**src/sqcp_pkg.sv**
```systemverilog
// Purpose: shared constants and carriers of the sequencer clock and
//          power-good configuration block
// Assumes: 10 MHz system clock, registers reached by byte address
// Notes:   every offset, bit position, reset value and time is named here
package sqcp_pkg;

   // register byte addresses
   localparam logic [7:0] ADDR_GENERAL_CONFIGURATION = 8'h13;
   localparam logic [7:0] ADDR_CLOCK_SOURCE_CONTROL = 8'h14;
   localparam logic [7:0] ADDR_POWER_GOOD_CONTROL_ONE = 8'h15;
   localparam logic [7:0] ADDR_POWER_GOOD_CONTROL_TWO = 8'h16;

   // reset values
   localparam logic [7:0] RST_GENERAL_CONFIGURATION = 8'h06;
   localparam logic [7:0] RST_CLOCK_SOURCE_CONTROL = 8'h01;
   localparam logic [7:0] RST_POWER_GOOD_CONTROL_ONE = 8'h73;
   localparam logic [7:0] RST_POWER_GOOD_CONTROL_TWO = 8'h04;
   localparam logic [7:0] READ_UNMAPPED = 8'h00;

   // general configuration fields
   localparam int CFG_STARTUP_RANGE = 6;
   localparam int CFG_SHUTDOWN_RANGE = 5;
   localparam int CFG_EXT_CLOCK_PIN_FUNCTION = 4;
   localparam int CFG_EXT_CLOCK_PIN_PULLDOWN = 3;
   localparam int CFG_TRIGGER_PIN_PULLDOWN = 2;
   localparam int CFG_THERMAL_WARNING_THRESHOLD = 1;
   localparam int CFG_SPREAD_SWITCHING_ENABLE = 0;

   // clock source control fields
   localparam int CLK_PLL_ENABLE = 6;
   localparam int CLK_FREQ_MSB = 4;
   localparam int CLK_FREQ_LSB = 0;
   localparam logic [4:0] FREQ_CODE_LAST_VALID = 5'h17;
   localparam logic [5:0] FREQ_MHZ_NONE = 6'h00;

   // power good control one fields
   localparam int PG1_POLARITY = 7;
   localparam int PG1_OUTPUT_TYPE = 6;
   localparam int PG1_LINEAR_WINDOW = 5;
   localparam int PG1_BUCK_WINDOW = 4;
   localparam int PG1_MONITOR_MSB = 3;
   localparam int PG1_MONITOR_LSB = 0;

   // power good control two fields
   localparam int PG2_THERMAL_GATES = 2;
   localparam int PG2_LATCHED_FAULT_GATING = 1;
   localparam int PG2_OPERATING_MODE = 0;

   // rail indices: bucks low, linear rails high
   localparam int RAIL_COUNT = 4;
   localparam int RAIL_FIRST_LINEAR = 2;

   // delay timing
   localparam int CLOCK_PERIOD_NS = 100;
   localparam int DELAY_STEP_NS = 500_000;
   localparam int HALF_MS_CYCLES_DEFAULT = DELAY_STEP_NS / CLOCK_PERIOD_NS;
   localparam int PRESCALE_W = 13;
   localparam int DELAY_CODE_W = 4;
   localparam int DELAY_COUNT_W = 5;

   // per-rail delay codes
   typedef struct packed {
      logic [DELAY_CODE_W-1:0] shutdown_code;
      logic [DELAY_CODE_W-1:0] startup_code;
   } sqcp_delay_s;

   // inputs that arrive from outside the clock domain
   typedef struct packed {
      logic trigger;
      logic thermal_warning;
      logic ext_clock_detect;
      logic [RAIL_COUNT-1:0] undervoltage;
      logic [RAIL_COUNT-1:0] overvoltage;
   } sqcp_async_s;

   // one pin driven as output value plus enable
   typedef struct packed {
      logic value;
      logic enable;
   } sqcp_pin_s;

   // delay unit states, one-hot
   typedef enum logic [2:0] {
      DLY_IDLE = 3'h1,
      DLY_UP_WAIT = 3'h2,
      DLY_DOWN_WAIT = 3'h4
   } sqcp_delay_state_e;

endpackage : sqcp_pkg

```
**src/sqcp_delay_unit.sv**
```systemverilog
// Purpose: one rail's startup and shutdown delay timer
// Assumes: half-millisecond tick from the parent, trigger edges as pulses
// Notes:   a code of zero acts on the edge itself
`timescale 1ns/10ps
`default_nettype none
module sqcp_delay_unit
   import sqcp_pkg::*;
(
   input wire logic i_clock,
   input wire logic i_rst,
   input wire logic i_clock_en,
   input wire logic i_rise,
   input wire logic i_fall,
   input wire logic i_tick,
   input wire sqcp_delay_s i_codes,
   input wire logic i_startup_range,
   input wire logic i_shutdown_range,
   output logic o_on
);
   sqcp_delay_state_e state; // where the unit is in its sequence
   logic [DELAY_COUNT_W-1:0] remaining; // half-ms ticks left to wait
   logic [DELAY_COUNT_W-1:0] up_count; // startup wait in half-ms ticks
   logic [DELAY_COUNT_W-1:0] down_count; // shutdown wait in half-ms ticks

   // code times step
   // range 1 doubles the step, so the code is shifted into ticks
   assign up_count = i_startup_range ? {i_codes.startup_code, 1'b0}
                                     : {1'b0, i_codes.startup_code};
   assign down_count = i_shutdown_range ? {i_codes.shutdown_code, 1'b0}
                                        : {1'b0, i_codes.shutdown_code};

   // sequence: a new edge always restarts the wait
   always_ff @(posedge i_clock) begin
      if (i_rst) begin
         state <= DLY_IDLE;
         remaining <= '0;
         o_on <= 1'b0;
      end else if (i_clock_en) begin
         if (i_rise) begin
            if (up_count == '0) begin
               o_on <= 1'b1;
               state <= DLY_IDLE;
            end else begin
               remaining <= up_count;
               state <= DLY_UP_WAIT;
            end
         end else if (i_fall) begin
            if (down_count == '0) begin
               o_on <= 1'b0;
               state <= DLY_IDLE;
            end else begin
               remaining <= down_count;
               state <= DLY_DOWN_WAIT;
            end
         end else begin
            case (state)
               DLY_UP_WAIT: begin
                  if (i_tick) begin
                     remaining <= remaining - 1'b1;
                     if (remaining == 5'h01) begin
                        o_on <= 1'b1;
                        state <= DLY_IDLE;
                     end
                  end
               end
               DLY_DOWN_WAIT: begin
                  if (i_tick) begin
                     remaining <= remaining - 1'b1;
                     if (remaining == 5'h01) begin
                        o_on <= 1'b0;
                        state <= DLY_IDLE;
                     end
                  end
               end
               default: begin
                  // idle holds the output
                  state <= DLY_IDLE;
               end
            endcase
         end
      end
   end

endmodule : sqcp_delay_unit
`default_nettype wire

```
**src/sqcp_config_top.sv**
```systemverilog
// Purpose: configuration registers of the sequencer, clock source and
//          power-good output, with the delay timing and power-good logic
// Assumes: register port is the decoded side of the serial interface
// Notes:   read data appears one cycle after the read strobe
`timescale 1ns/10ps
`default_nettype none
module sqcp_config_top
   import sqcp_pkg::*;
#(
   parameter int HALF_MS_CYCLES = HALF_MS_CYCLES_DEFAULT
)
(
   input wire logic i_clock,
   input wire logic i_rst,
   input wire logic i_clock_en,
   // register port
   input wire logic [7:0] i_reg_addr,
   input wire logic [7:0] i_reg_wdata,
   input wire logic i_reg_write,
   input wire logic i_reg_read,
   output logic [7:0] o_reg_rdata,
   // asynchronous inputs from pins and analog comparators
   input wire sqcp_async_s i_async,
   // per-rail delay codes and latched faults from neighbour registers
   input wire sqcp_delay_s [RAIL_COUNT-1:0] i_delay_codes,
   input wire logic [RAIL_COUNT-1:0] i_rail_fault_latch,
   input wire logic i_general_output_two_level,
   // external clock pin, four signals
   input wire logic i_ext_clock_pin_in,
   output logic o_ext_clock_pin_out,
   output logic o_ext_clock_pin_oe,
   output logic o_ext_clock_pin_sample,
   // configuration outputs towards the analog side
   output logic o_ext_clock_pin_pulldown,
   output logic o_trigger_pin_pulldown,
   output logic o_thermal_warning_threshold,
   output logic o_spread_switching_enable,
   output logic o_pll_enable,
   output logic o_use_ext_clock,
   output logic [4:0] o_ext_clock_frequency_code,
   output logic [5:0] o_ext_clock_freq_mhz,
   output logic o_clock_change_event,
   output logic [RAIL_COUNT-1:0] o_rail_enable,
   // power-good pin, three signals
   output logic o_power_good_output,
   output logic o_power_good_oe,
   output logic o_power_good_level
);
   // registers
   logic [7:0] general_configuration; // range, pin and thermal options
   logic [7:0] clock_source_control; // pll and frequency code
   logic [7:0] power_good_control_one; // polarity, type, windows
   logic [7:0] power_good_control_two; // gating and mode

   // synchroniser chain for the asynchronous inputs
   sqcp_async_s sync_one; // first stage, only feeds the second
   sqcp_async_s sync_two; // second stage
   sqcp_async_s sync_three; // third stage
   sqcp_async_s sampled; // accepted value once stages two and three agree

   // trigger edges and time base
   logic trigger_prev; // last accepted trigger level
   logic trigger_rise; // accepted trigger went high
   logic trigger_fall; // accepted trigger went low
   logic [PRESCALE_W-1:0] prescale; // cycles inside one half-ms step
   logic half_ms_tick; // one-cycle pulse per half millisecond

   // clock source and power-good working signals
   logic detect_prev; // last accepted clock-detect level
   logic [RAIL_COUNT-1:0] rail_valid; // rail passes its window check
   logic [RAIL_COUNT-1:0] window_sel; // overvoltage check per rail
   logic [RAIL_COUNT-1:0] monitor_en; // rails included in power-good
   logic live_good; // all monitored rails valid now
   logic next_good; // power-good before polarity
   logic pin_level; // power-good pin level after polarity
   logic freq_code_valid; // code inside the defined range

   // synchroniser: three flops per async input
   always_ff @(posedge i_clock) begin
      if (i_rst) begin
         sync_one <= '0;
         sync_two <= '0;
         sync_three <= '0;
      end else if (i_clock_en) begin
         sync_one <= i_async;
         sync_two <= sync_one;
         sync_three <= sync_two;
      end
   end

   // accept each bit only when stages two and three agree
   genvar gb;
   generate
      for (gb = 0; gb < $bits(sqcp_async_s); gb++) begin : g_accept
         always_ff @(posedge i_clock) begin
            if (i_rst) begin
               sampled[gb] <= 1'b0;
            end else if (i_clock_en && (sync_two[gb] == sync_three[gb])) begin
               sampled[gb] <= sync_three[gb];
            end
         end
      end
   endgenerate

   // register writes; every bit stores what was written
   always_ff @(posedge i_clock) begin
      if (i_rst) begin
         general_configuration <= RST_GENERAL_CONFIGURATION;
         clock_source_control <= RST_CLOCK_SOURCE_CONTROL;
         power_good_control_one <= RST_POWER_GOOD_CONTROL_ONE;
         power_good_control_two <= RST_POWER_GOOD_CONTROL_TWO;
      end else if (i_clock_en && i_reg_write) begin
         case (i_reg_addr)
            ADDR_GENERAL_CONFIGURATION: begin
               general_configuration <= i_reg_wdata;
            end
            ADDR_CLOCK_SOURCE_CONTROL: begin
               // reserved bit stored
               // a nonzero reserved bit is kept but steers nothing
               clock_source_control <= i_reg_wdata;
            end
            ADDR_POWER_GOOD_CONTROL_ONE: begin
               power_good_control_one <= i_reg_wdata;
            end
            ADDR_POWER_GOOD_CONTROL_TWO: begin
               power_good_control_two <= i_reg_wdata;
            end
            default: begin
               // unmapped writes are dropped
            end
         endcase
      end
   end

   // register reads, registered one cycle after the strobe
   always_ff @(posedge i_clock) begin
      if (i_rst) begin
         o_reg_rdata <= READ_UNMAPPED;
      end else if (i_clock_en && i_reg_read) begin
         case (i_reg_addr)
            ADDR_GENERAL_CONFIGURATION: begin
               o_reg_rdata <= general_configuration;
            end
            ADDR_CLOCK_SOURCE_CONTROL: begin
               o_reg_rdata <= clock_source_control;
            end
            ADDR_POWER_GOOD_CONTROL_ONE: begin
               o_reg_rdata <= power_good_control_one;
            end
            ADDR_POWER_GOOD_CONTROL_TWO: begin
               o_reg_rdata <= power_good_control_two;
            end
            default: begin
               o_reg_rdata <= READ_UNMAPPED;
            end
         endcase
      end
   end

   // trigger edge detect on the accepted level
   always_ff @(posedge i_clock) begin
      if (i_rst) begin
         trigger_prev <= 1'b0;
      end else if (i_clock_en) begin
         trigger_prev <= sampled.trigger;
      end
   end
   assign trigger_rise = sampled.trigger & ~trigger_prev;
   assign trigger_fall = ~sampled.trigger & trigger_prev;

   // timed from trigger edge
   // restarting the prescaler on each edge keeps the first step whole
   always_ff @(posedge i_clock) begin
      if (i_rst) begin
         prescale <= '0;
      end else if (i_clock_en) begin
         if (trigger_rise || trigger_fall || half_ms_tick) begin
            prescale <= '0;
         end else begin
            prescale <= prescale + 1'b1;
         end
      end
   end
   assign half_ms_tick =
      (prescale == PRESCALE_W'(HALF_MS_CYCLES - 1));

   // one delay timer per rail
   genvar gr;
   generate
      for (gr = 0; gr < RAIL_COUNT; gr++) begin : g_rail
         sqcp_delay_unit u_delay (
            .i_clock(i_clock),
            .i_rst(i_rst),
            .i_clock_en(i_clock_en),
            .i_rise(trigger_rise),
            .i_fall(trigger_fall),
            .i_tick(half_ms_tick),
            .i_codes(i_delay_codes[gr]),
            .i_startup_range(general_configuration[CFG_STARTUP_RANGE]),
            .i_shutdown_range(general_configuration[CFG_SHUTDOWN_RANGE]),
            .o_on(o_rail_enable[gr])
         );
      end
   endgenerate

   // configuration outputs that need no logic beyond a flop
   always_ff @(posedge i_clock) begin
      if (i_rst) begin
         o_ext_clock_pin_pulldown <= 1'b0;
         o_trigger_pin_pulldown <= 1'b1;
         o_thermal_warning_threshold <= 1'b1;
         o_spread_switching_enable <= 1'b0;
      end else if (i_clock_en) begin
         o_ext_clock_pin_pulldown <=
            general_configuration[CFG_EXT_CLOCK_PIN_PULLDOWN];
         o_trigger_pin_pulldown <=
            general_configuration[CFG_TRIGGER_PIN_PULLDOWN];
         o_thermal_warning_threshold <=
            general_configuration[CFG_THERMAL_WARNING_THRESHOLD];
         o_spread_switching_enable <=
            general_configuration[CFG_SPREAD_SWITCHING_ENABLE];
      end
   end

   // external clock pin: general output or clock input
   always_ff @(posedge i_clock) begin
      if (i_rst) begin
         o_ext_clock_pin_out <= 1'b0;
         o_ext_clock_pin_oe <= 1'b0;
      end else if (i_clock_en) begin
         if (general_configuration[CFG_EXT_CLOCK_PIN_FUNCTION]) begin
            o_ext_clock_pin_out <= 1'b0;
            o_ext_clock_pin_oe <= 1'b0;
         end else begin
            o_ext_clock_pin_out <= i_general_output_two_level;
            o_ext_clock_pin_oe <= 1'b1;
         end
      end
   end
   // the raw pin goes straight to the pll; it is far too fast to sample
   assign o_ext_clock_pin_sample = i_ext_clock_pin_in;

   // frequency code decode
   // code plus one MHz
   assign freq_code_valid =
      (clock_source_control[CLK_FREQ_MSB:CLK_FREQ_LSB]
       <= FREQ_CODE_LAST_VALID);

   // clock source selection and change events
   always_ff @(posedge i_clock) begin
      if (i_rst) begin
         o_pll_enable <= 1'b0;
         o_use_ext_clock <= 1'b0;
         o_ext_clock_frequency_code <= RST_CLOCK_SOURCE_CONTROL[4:0];
         o_ext_clock_freq_mhz <= FREQ_MHZ_NONE;
         o_clock_change_event <= 1'b0;
         detect_prev <= 1'b0;
      end else if (i_clock_en) begin
         detect_prev <= sampled.ext_clock_detect;
         o_pll_enable <= clock_source_control[CLK_PLL_ENABLE];
         o_ext_clock_frequency_code <=
            clock_source_control[CLK_FREQ_MSB:CLK_FREQ_LSB];
         // reserved codes report no frequency rather than a wrong one
         o_ext_clock_freq_mhz <= freq_code_valid
            ? {1'b0, clock_source_control[CLK_FREQ_MSB:CLK_FREQ_LSB]}
              + 6'h01
            : FREQ_MHZ_NONE;
         if (!clock_source_control[CLK_PLL_ENABLE]) begin
            o_use_ext_clock <= 1'b0;
            o_clock_change_event <= 1'b0;
         end else begin
            o_use_ext_clock <= sampled.ext_clock_detect &
               general_configuration[CFG_EXT_CLOCK_PIN_FUNCTION];
            o_clock_change_event <= sampled.ext_clock_detect ^ detect_prev;
         end
      end
   end

   // window selection and monitored set per rail
   // per-rail monitor enables
   assign monitor_en =
      power_good_control_one[PG1_MONITOR_MSB:PG1_MONITOR_LSB];

   genvar gw;
   generate
      for (gw = 0; gw < RAIL_COUNT; gw++) begin : g_window
         if (gw >= RAIL_FIRST_LINEAR) begin : g_linear
            assign window_sel[gw] = power_good_control_one[PG1_LINEAR_WINDOW];
         end else begin : g_buck
            assign window_sel[gw] = power_good_control_one[PG1_BUCK_WINDOW];
         end
         assign rail_valid[gw] = ~sampled.undervoltage[gw] &
            ~(window_sel[gw] & sampled.overvoltage[gw]);
      end
   endgenerate

   // excluded rails count as valid
   assign live_good = &(rail_valid | ~monitor_en);

   // power-good decision before polarity
   always_comb begin
      if (power_good_control_two[PG2_LATCHED_FAULT_GATING]) begin
         next_good = ~|i_rail_fault_latch;
      end else begin
         next_good = live_good;
      end
      if (power_good_control_two[PG2_THERMAL_GATES] &&
          sampled.thermal_warning) begin
         next_good = 1'b0;
      end
      // gated or continuous
      // gated mode only reports good while the sequence is enabled
      if (!power_good_control_two[PG2_OPERATING_MODE] &&
          !sampled.trigger) begin
         next_good = 1'b0;
      end
   end

   assign pin_level = next_good ^ power_good_control_one[PG1_POLARITY];

   // power-good pin drive
   always_ff @(posedge i_clock) begin
      if (i_rst) begin
         o_power_good_level <= 1'b0;
         o_power_good_output <= 1'b0;
         o_power_good_oe <= 1'b1;
      end else if (i_clock_en) begin
         o_power_good_level <= pin_level;
         if (power_good_control_one[PG1_OUTPUT_TYPE]) begin
            // open drain only pulls low, high comes from the pull-up
            o_power_good_output <= 1'b0;
            o_power_good_oe <= ~pin_level;
         end else begin
            o_power_good_output <= pin_level;
            o_power_good_oe <= 1'b1;
         end
      end
   end

endmodule : sqcp_config_top
`default_nettype wire

```
**config.mk**
```make
export PLATFORM = sky130hd
export DESIGN_NAME = sqcp_config_top
export DESIGN_NICKNAME = d
export VERILOG_FILES = /design/src/sqcp_pkg.sv /design/src/sqcp_delay_unit.sv /design/src/sqcp_config_top.sv
export SDC_FILE = /design/constraint.sdc
export NUM_CORES = 1
export LEC_CHECK = 0
export BUFFER_PORTS_ARGS = -buffer_cell sky130_fd_sc_hd__buf_2
export CAP_MARGIN = 20
export CORE_MARGIN = 4
export CORE_UTILIZATION = 55
export CTS_CLUSTER_DIAMETER = 120
export DETAILED_ROUTE_END_ITERATION = 10
export PLACE_DENSITY_LB_ADDON = 0.2
export SKIP_CTS_REPAIR_TIMING = 1
export SYNTH_ARGS = -nofsm -noshare
export SYNTH_HDL_FRONTEND = slang
export SYNTH_SLANG_ARGS = --single-unit
```
**constraint.sdc**
```tcl
create_clock -name i_clock -period 2.8 [get_ports i_clock]
set_input_delay 0.28 -clock i_clock [delete_from_list [all_inputs] [get_ports i_clock]]
set_output_delay 0.28 -clock i_clock [all_outputs]
set_load 0.03 [all_outputs]
```
==> results of run 1 <==
==> flip-flops by register name, indices dropped and copies added (netlist names), 4 cells and up <==
| signal | cells |
|---|---|
| clock_source_control | 8 |
| g_rail.u_delay.o_on | 4 |
| g_rail.u_delay.remaining | 20 |
| g_rail.u_delay.state | 12 |
| general_configuration | 8 |
| o_ext_clock_freq_mhz | 6 |
| o_ext_clock_frequency_code | 5 |
| o_reg_rdata | 8 |
| power_good_control_one | 8 |
| power_good_control_two | 8 |
| prescale | 13 |
| sampled | 11 |
| sync_one | 11 |
| sync_three | 11 |
| sync_two | 11 |
==> worst max-delay path by stage <==
stage / depth (start not counted) / endpoint / slack, ns / start
finish: 7 / g_rail[0].u_delay.remaining[0] / 0.50 / sampled[10]
global placement: 7 / g_rail[1].u_delay.o_on / 0.60 / sampled[10]
floorplan: 8 / g_rail[1].u_delay.state[2] / 0.84 / sampled[10]
global route: 8 / g_rail[0].u_delay.remaining[0] / 0.33 / sampled[10]
detailed placement: 7 / g_rail[1].u_delay.o_on / 0.54 / sampled[10]
CTS: 7 / g_rail[1].u_delay.o_on / 0.53 / sampled[10]
==> logic make-up (layout without fill, tap and decap cells) <==
family | Yosys count | after routing | share of synthesized area [%]
xor gates and xnor gates | 23 | 23 | 2.60
AOI/OAI and AO/OA | 204 | 204 | 19.0
and+or+nand+nor | 293 | 293 | 17.7
muxes | 105 | 105 | 13.6
adders and majority gates | 12 | 12 | 1.94
buffers and inverters | 80 | 173 | 4.42
DFF | 158 | 158 | 40.8
other | 0 | 1 | 0
==> final cells by class <==
type | count | area, um2
Sequential cell | 158 | 3160
Clock buffer | 19 | 443
Inverter | 24 | 90.1
Fill cell | 1187 | 4810
Antenna cell | 1 | 2.50
Timing Repair Buffer | 117 | 626
Tap cell | 180 | 225
Multi-Input combinational cell | 637 | 4250
Clock inverter | 13 | 213
==> per-stage QoR <==
stage	instance area, um2	utilization (%)	hold slack (ns)
2_1_floorplan	7760	-	0.398
3_3_place_gp	8360	60.4	0.436
3_5_place_dp	8360	60.4	0.449
4_1_cts	9010	65.2	0.0756
5_1_grt	9010	65.2	0.0915
6_report	9010	65.2	0.0930
==> power by group through the flow <==
stage,sequential [mW],combinational [mW],clock [mW]
after floorplan,2.35,0.164,0
after CTS,2.30,0.287,2.58
final,2.30,0.288,2.54
after detailed placement,2.35,0.285,0
after global placement,2.34,0.282,0
after global routing,2.30,0.315,2.69
==> layer usage <==
metal | GRT usage, % | vias up | routed length, um
met4 | 8.58 | 0 | 313
met3 | 5.35 | 25 | 999
li1 | - | 3279 | -
met1 | 30.4 | 3139 | 8520
met2 | 36.7 | 179 | 8720
met5 | 0 | - | 0
==> Yosys cell counts, types with 13 or more instances <==
cell	count
inv_1	24
nor3_1	15
a211o_1	18
mux2i_1	101
buf_2	19
a22o_1	14
dfxtp_1	158
clkbuf_1	25
a21oi_1	54
nand2_1	44
o21ai_0	39
a211oi_1	17
nor2_1	154
nand3_1	13
==> tightest hold or removal path, stage by stage <==
cell and delay (ns):
buf_2 0.07, mux2i_1 0.05, nor2_1 0.07
==> impl_metrics.tcl, run 1 <==
set metrics [dict create \
    cp_cell_sequence "inv_1 -> ha_1 -> or2_2 -> nor3_1 -> o211ai_2 -> a211oi_1 -> a211oi_1" \
    antenna_found_initial 1 \
    cp-start-kind "flop" \
    clk_pin_slew_ns 0.06 \
    fp.dieH_um 127 \
    dr.pass1.iters 5 \
    synthTopCellsByArea "dfxtp_1, mux2i_1, nor2_1" \
    drt_iter0_drc 441 \
    setup_viol 0 \
    r2r_cells 7 \
    ctsHtreeMaxLevel 4 \
    core_um2 13800 \
    finalClockSkew_ns 0.0111 \
    status "complete, no violations" \
    final_antenna_net_count 0 \
    tns_ns 0 \
    max_slew_margin_pct 36.9 \
    yosysUniqueCellTypes 58 \
    nets 1037 \
    worst_ep_arrival_time_ns 2.58 \
    final_cell_mix "dfxtp_1, nor2_1, mux2i_1, buf_2, a21oi_1" \
    cp_slowest_cell "or2_2" \
    clockPowerShare_pct 49.6 \
    netlist_area_um2 7760 \
    grt-ovfl-total 0 \
    setup_ws_ns 0.502 \
    worstHoldPathCells 3 \
    synthArstFlopShare_pct 0 \
    pre_cts_ws_ns 0.539 \
    final_common_cell "dfxtp_1" \
    dp_hpwl_mm 13.0 \
    r2r_slack_ns 0.50 \
    std_cell_rows 43 \
    rsz0062_at_grt "no" \
    drv_slew 0 \
    cts-root-buf "clkbuf_16" \
    worstMarginPinSlew_ns 0.944 \
    fp.dieW_um 127 \
    cp.required_ns 3.08 \
    p_leak_nw 3.67 \
    critPathBufInv 1 \
    drv_cap 0 \
    irDropWorstVdd_mv 0.546 \
    numPortBuffers 103 \
    power.switching_mw 1.13 \
    worstHoldPathType "primary input to flop" \
    worst_path_most_repeated_cell "a211oi_1" \
    start_util_pct 56.1 \
    clock_latency_ns 0.42 \
    syn_to_final_growth_pct 16.2 \
    report.power.total_mw 5.13 \
    yosysSeqAreaShare_pct 40.8 \
    cts_made_buffers 17 \
    path_delay_family "simple AND/OR/NAND/NOR gates" \
    power_frac_seq_pct 44.8 \
    synth-main-ff-cell "dfxtp_1" \
    num_vias 6622 \
    viasPerCell 5.76 \
    criticalPathCategory "flop to flop" \
    cts.sinks 158 \
    place_congestion 0.884 \
    grt_max_degree 55 \
    synth.ff_latch_count 158 \
    wl_per_cell_um 16.2 \
    slowest_delay_ns 0.54 \
    grtUsageTotal_pct 23.0 \
    critPathCaptureType "flop" \
    place_inst 1116 \
    r2r_start "sampled[10]" \
    io_pins 106 \
    grt_pass1_vias 6322 \
    fmax_ghz 0.435 \
    p_sw_share_pct 22.0 \
    r2r-end "g_rail[0].u_delay.remaining[0]" \
    holdPathEnd "sync_one[5]" \
    synth_area_leader_cell "dfxtp_1" \
    syn_inst 875 \
    p_per_area_nw_per_um2 569 \
    die-area_um2 16100 \
    crit_fanout 22 \
    cts_tree "yes" \
    cts_max_path_buffers 2 \
    power.internal_mw 4.00 \
    fin_crit_ns 2.30 \
    ys_warn_count 0 \
    finalHoldViolations 0 \
    routed_wl_mm 18.6 \
    syn_avg_cell_area_um2 8.87 \
    drcViolationCount 0 \
    hp-start "i_async[5]" \
    syn_nets 957 \
    grt_pass1_wl_mm 30.4 \
    timing.final.crit_share_pct 82.1 \
    drive_gt1_share_pct 17.5 \
    combinationalPowerShare_pct 5.6 \
    yosysTopAreaCellShare_pct 40.8 \
    synth-edff-count 0 \
    finalNonFillerCells 1149 \
]
(Power assumes the default switching activity.)
==> run 2: changes to the inputs <==
--- a/config.mk
+++ b/config.mk
@@ -5,10 +5,11 @@
 export SDC_FILE = /design/constraint.sdc
 export NUM_CORES = 1
 export LEC_CHECK = 0
+export ABC_AREA = 1
 export BUFFER_PORTS_ARGS = -buffer_cell sky130_fd_sc_hd__buf_2
 export CAP_MARGIN = 20
 export CORE_MARGIN = 4
-export CORE_UTILIZATION = 55
+export CORE_UTILIZATION = 52
 export CTS_CLUSTER_DIAMETER = 120
 export DETAILED_ROUTE_END_ITERATION = 10
 export PLACE_DENSITY_LB_ADDON = 0.2
==> constraint.sdc (replaced) <==
create_clock -name i_clock -period 1.9 [get_ports i_clock]
set_input_delay 0.19 -clock i_clock [delete_from_list [all_inputs] [get_ports i_clock]]
set_output_delay 0.19 -clock i_clock [all_outputs]
set_load 0.03 [all_outputs]
==> impl_metrics.tcl, run 2 <==
set metrics [dict create \
    status "complete, but fails checks" \
    violations "negative hold slack" \
    synthArstFlopShare_pct 0 \
    synthTopCellsByArea "dfxtp_1, nand2_1, nor2_1" \
    r2r_cells 10 \
    grt_pass1_wl_mm 34.5 \
    yosysSeqAreaShare_pct 39.6 \
    antenna_found_initial 0 \
    start_util_pct 52.7 \
    cts_max_path_buffers 2 \
    ys_top_cells_by_count "nand2_1, nor2_1, dfxtp_1" \
    diodes 0 \
    core_um2 15100 \
    synth-main-ff-cell "dfxtp_1" \
    criticalPathCategory "flop to flop" \
    cts_made_buffers 17 \
    ctsHtreeMaxLevel 4 \
    syn_to_final_growth_pct 16.5 \
    place_inst 1425 \
    netlist_area_um2 7980 \
    setup_viol 0 \
    fp.dieW_um 132 \
    yosysMostFrequentCell "nand2_1" \
    worstHoldPathType "primary input to flop" \
    finalNonFillerCells 1458 \
    synth_area_leader_cell "dfxtp_1" \
    grt_max_degree 52 \
    largest_register_ffs 20 \
    finalClockSkew_ns 0.0148 \
    drv_cap 0 \
    fp.dieH_um 132 \
    r2r_start "sampled[10]" \
    syn_avg_cell_area_um2 6.88 \
    timing.final.crit_share_pct 91.9 \
    crit_path_start "sampled[10]" \
    num_vias 7776 \
    biggestRegsByFlops "g_rail.u_delay.remaining x20, prescale x13, g_rail.u_delay.state x12" \
    yosysTopAreaCellShare_pct 39.6 \
    drv_slew 0 \
    p_leak_nw 4.07 \
    std_cell_rows 45 \
    syn_inst 1161 \
    dp_hpwl_mm 15.1 \
    grt-ovfl-total 0 \
    cp-endpoint "g_rail[3].u_delay.remaining[4]" \
    cts_tree "yes" \
    viasPerCell 5.33 \
    cp-start-kind "flop" \
    largest-register "g_rail.u_delay.remaining" \
    cp.required_ns 2.22 \
    r2r-end "g_rail[3].u_delay.remaining[4]" \
    critPathCaptureType "flop" \
    nets 1339 \
    final_common_cell "nand2_1" \
    synth.ff_latch_count 158 \
    numPortBuffers 103 \
    die-area_um2 17400 \
    syn_nets 1243 \
    r2r_slack_ns 0.15 \
    final_antenna_net_count 0 \
    tns_ns 0 \
    clk_pin_slew_ns 0.06 \
    fmax_ghz 0.573 \
    fin_crit_ns 1.75 \
    drt_iter0_drc 639 \
    final.fill_count 1442 \
    place_congestion 0.912 \
    final_cell_mix "nand2_1, nor2_1, dfxtp_1" \
    yosysUniqueCellTypes 47 \
    dr.pass1.iters 5 \
    worstMarginPinSlew_ns 0.487 \
    worst_ep_arrival_time_ns 2.06 \
    synth-edff-count 0 \
    cts.sinks 158 \
    hold_ws_ns -0.0134 \
    max_slew_margin_pct 67.4 \
    irDropWorstVdd_mv 0.758 \
    clock_latency_ns 0.43 \
    p_per_area_nw_per_um2 818 \
    drive_gt1_share_pct 17.2 \
    routed_wl_mm 20.9 \
    crit_fanout 19 \
    ys_warn_count 0 \
    rsz0062_at_grt "no" \
    grtUsageTotal_pct 23.8 \
    io_pins 106 \
    grt_pass1_vias 7169 \
    cts-root-buf "clkbuf_16" \
    finalHoldViolations 9 \
    drcViolationCount 0 \
    wl_per_cell_um 14.3 \
]
[run 2: metrics by stage]
step           total power, mW  utilization (%)  hold slack, ns  area, um2  setup slack, ns
4_1_cts                   7.65             61.2         -0.0260       9270            0.105
2_1_floorplan             4.01                -           0.303       7980            0.315
6_report                  7.61             61.4         -0.0134       9300            0.155
3_5_place_dp              4.26             57.3           0.380       8680            0.153
5_1_grt                   7.89             61.4         0.00413       9300          0.00662
3_3_place_gp              4.25             57.3           0.380       8680            0.123
[run 2: power by group]
part | total [mW] | leakage [nW] | internal (mW) | switching (mW)
clock network | 3.41 | 0.281 | 1.96 | 1.45
logic | 0.736 | 2.51 | 0.270 | 0.466
registers | 3.46 | 1.29 | 3.41 | 0.0565
[run 2: worst min path at each step]
stage               slack (ns)  cells past startpoint               start                      end
floorplan                 0.30                      2      i_reg_wdata[0]  clock_source_control[0]
global placement          0.38                      0  i_ext_clock_pin_in   o_ext_clock_pin_sample
detailed placement        0.38                      0  i_ext_clock_pin_in   o_ext_clock_pin_sample
CTS                      -0.03                      3         i_async[10]             sync_one[10]
global route             0.004                      3          i_async[5]              sync_one[5]
finish                   -0.01                      3          i_async[5]              sync_one[5]
[run 2: worst max-delay path, cell delays in order (launching register included)]
cell and delay [ns]:
dfxtp_1 0.34, inv_1 0.11, ha_2 0.24, inv_2 0.08
nand2_4 0.08, buf_6 0.20, o22ai_1 0.12, nor2_2 0.19
nand2_2 0.11, o21bai_1 0.13, nor2_1 0.05
[run 2: metal layers]
metal  wire length [um]  global-route usage, %  up-vias
li1                   -                      -     3977
met1               9330                   30.6     3535
met2              10000                   39.8      231
met3               1100                   5.00       33
met4                418                   8.40        0
met5                  0                      0        -
[run 2: cell type report]
cell class	count	area [um2]	share of cell area, %
timing repair buffer	131	795	8.54
inverter	118	447	4.80
clock buffer	18	429	4.61
tap	188	235	2.53
multi-input combinational	831	4080	43.8
sequential	158	3160	34.0
clock inverter	14	155	1.67
[run 2: cells by family (layout without fill, tap and decap cells)]
kind of cell | count (synthesis) | after routing | share of synthesized area (%)
xor+xnor | 12 | 12 | 1.32
fa+ha+maj | 12 | 12 | 1.88
compound gates | 262 | 262 | 18.1
buf+inv | 172 | 281 | 9.53
flops | 158 | 158 | 39.6
simple gates | 545 | 545 | 29.5
==> run 3: changes to the inputs <==
--- a/config.mk
+++ b/config.mk
@@ -9,7 +9,7 @@
 export BUFFER_PORTS_ARGS = -buffer_cell sky130_fd_sc_hd__buf_2
 export CAP_MARGIN = 20
 export CORE_MARGIN = 4
-export CORE_UTILIZATION = 52
+export CORE_UTILIZATION = 40
 export CTS_CLUSTER_DIAMETER = 120
 export DETAILED_ROUTE_END_ITERATION = 10
 export PLACE_DENSITY_LB_ADDON = 0.2
==> impl_metrics.tcl, run 3 (same netlist as run 2, synthesis figures left out) <==
set metrics [dict create \
    status "complete, but fails checks" \
    violations "negative hold slack" \
    worst_ep_arrival_time_ns 2.06 \
    hp-start "i_async[0]" \
    p_leak_nw 4.11 \
    final_common_cell "nand2_1" \
    final.fill_count 2081 \
    grt_max_degree 53 \
    drv_cap 0 \
    ctsHtreeMaxLevel 4 \
    dr.pass1.iters 7 \
    power.switching_mw 1.87 \
    crit_path_start "sampled[10]" \
    r2r_start "sampled[10]" \
    finalClockSkew_ns 0.0130 \
    cts.sinks 158 \
    fp.dieW_um 149 \
    biggestRegsByFlops "g_rail.u_delay.remaining x20, prescale x13, g_rail.u_delay.state x12" \
    fmax_ghz 0.577 \
    drv_slew 0 \
    start_util_pct 40.9 \
    grt-ovfl-total 0 \
    crit_fanout 14 \
    critPathCaptureType "flop" \
    p_sw_share_pct 24.6 \
    cp-start-kind "flop" \
    wl_per_cell_um 14.0 \
    nets 1346 \
    cts-root-buf "clkbuf_16" \
    criticalPathCategory "flop to flop" \
    final_cell_mix "nand2_1, nor2_1, dfxtp_1" \
    irDropWorstVdd_mv 0.655 \
    tns_ns 0 \
    power.internal_mw 5.74 \
    std_cell_rows 51 \
    core_um2 19500 \
    cts_max_path_buffers 2 \
    grt_pass1_wl_mm 35.5 \
    drt_iter0_drc 517 \
    clockPowerShare_pct 44.8 \
    pre_cts_ws_ns 0.120 \
    diodes 0 \
    hold_ws_ns -0.0123 \
    largest-register "g_rail.u_delay.remaining" \
    drive_gt1_share_pct 17.4 \
    place_congestion 0.898 \
    drcViolationCount 0 \
    timing.final.crit_share_pct 91.3 \
    routed_wl_mm 21.6 \
    cts_tree "yes" \
    seq_area_um2 3160 \
    cp.required_ns 2.22 \
    rsz0062_at_grt "yes" \
    worstMarginPinSlew_ns 0.467 \
    io_pins 106 \
    fin_crit_ns 1.73 \
    finalHoldViolations 6 \
    viasPerCell 5.03 \
    power_frac_seq_pct 45.5 \
    syn_to_final_growth_pct 18.3 \
    clock_latency_ns 0.43 \
    largest_register_ffs 20 \
    grt_pass1_vias 7264 \
    cts_made_buffers 17 \
    clk_pin_slew_ns 0.07 \
    setup_ws_ns 0.166 \
    max_slew_margin_pct 68.9 \
    p_per_area_nw_per_um2 806 \
    die-area_um2 22300 \
    numPortBuffers 103 \
    antenna_found_initial 1 \
    num_vias 7747 \
    setup_viol 0 \
    final_util_pct 48.4 \
    final_antenna_net_count 0 \
    worstHoldPathType "primary input to flop" \
    combinationalPowerShare_pct 9.7 \
    multiInputGateArea_um2 4070 \
    fp.dieH_um 149 \
    grtUsageTotal_pct 19.7 \
    dp_hpwl_mm 15.7 \
]
==> run 3: cell count changes in the layout (fill, tap and decap cells not counted), moves of 2 or more <==
| cell | change |
|---|---|
| clkbuf_8 | +4 |
| inv_6 | -3 |
| nor2_2 | +2 |
| inv_8 | -2 |
| buf_4 | +7 |
==> run 3: final cells by class <==
class / instances / share of cell area [%]
Tap cell: 265 / 3.51
Multi-Input combinational cell: 831 / 43.1
Clock buffer: 22 / 5.13
Inverter: 118 / 4.76
Timing Repair Buffer: 138 / 8.86
Clock inverter: 9 / 1.15
Sequential cell: 158 / 33.5
==> run 3: worst paths after layout <==
kind	slack (ns)	to	cells past startpoint
max	0.17	g_rail[1].u_delay.remaining[3]	11
max reg2reg	0.17	g_rail[1].u_delay.remaining[3]	11
min	-0.01	sync_one[0]	3
min reg2reg	0.44	o_ext_clock_freq_mhz[5]	2
==> run 3: critical path, cell delays in order, from the launching register on <==
cell      delay [ns]
dfxtp_1         0.35
inv_1           0.08
ha_1            0.24
inv_2           0.12
nand2_4         0.06
inv_2           0.20
a21oi_4         0.10
buf_12          0.15
nand2_2         0.10
clkinv_2        0.08
nor2_1          0.08
nor2_1          0.05
==> run 3: per-layer routing <==
metal	up-vias	GRT usage, %	share of wire (%)
li1	3990	-	-
met1	3511	26.5	46
met2	204	31.5	46
met3	40	3.74	5.4
met4	2	7.55	2.4
met5	-	0	0.060
==> run 3: power groups by stage <==
stage	combinational [mW]	sequential, mW	clock [mW]
global route	0.838	3.47	3.63
finish	0.739	3.46	3.41
floorplan	0.464	3.55	0
global placement	0.730	3.54	0
CTS	0.735	3.46	3.50
detailed placement	0.731	3.54	0
==> run 3: stage by stage <==
stage	power, mW	instances	cell area [um2]	hold slack [ns]
after floorplan	4.01	1161	7980	0.303
after global placement	4.27	1508	8810	0.380
after detailed placement	4.27	1508	8810	0.380
after CTS	7.69	1539	9410	-0.0296
after global routing	7.94	1541	9440	0.000585
final	7.61	1541	9440	-0.0123
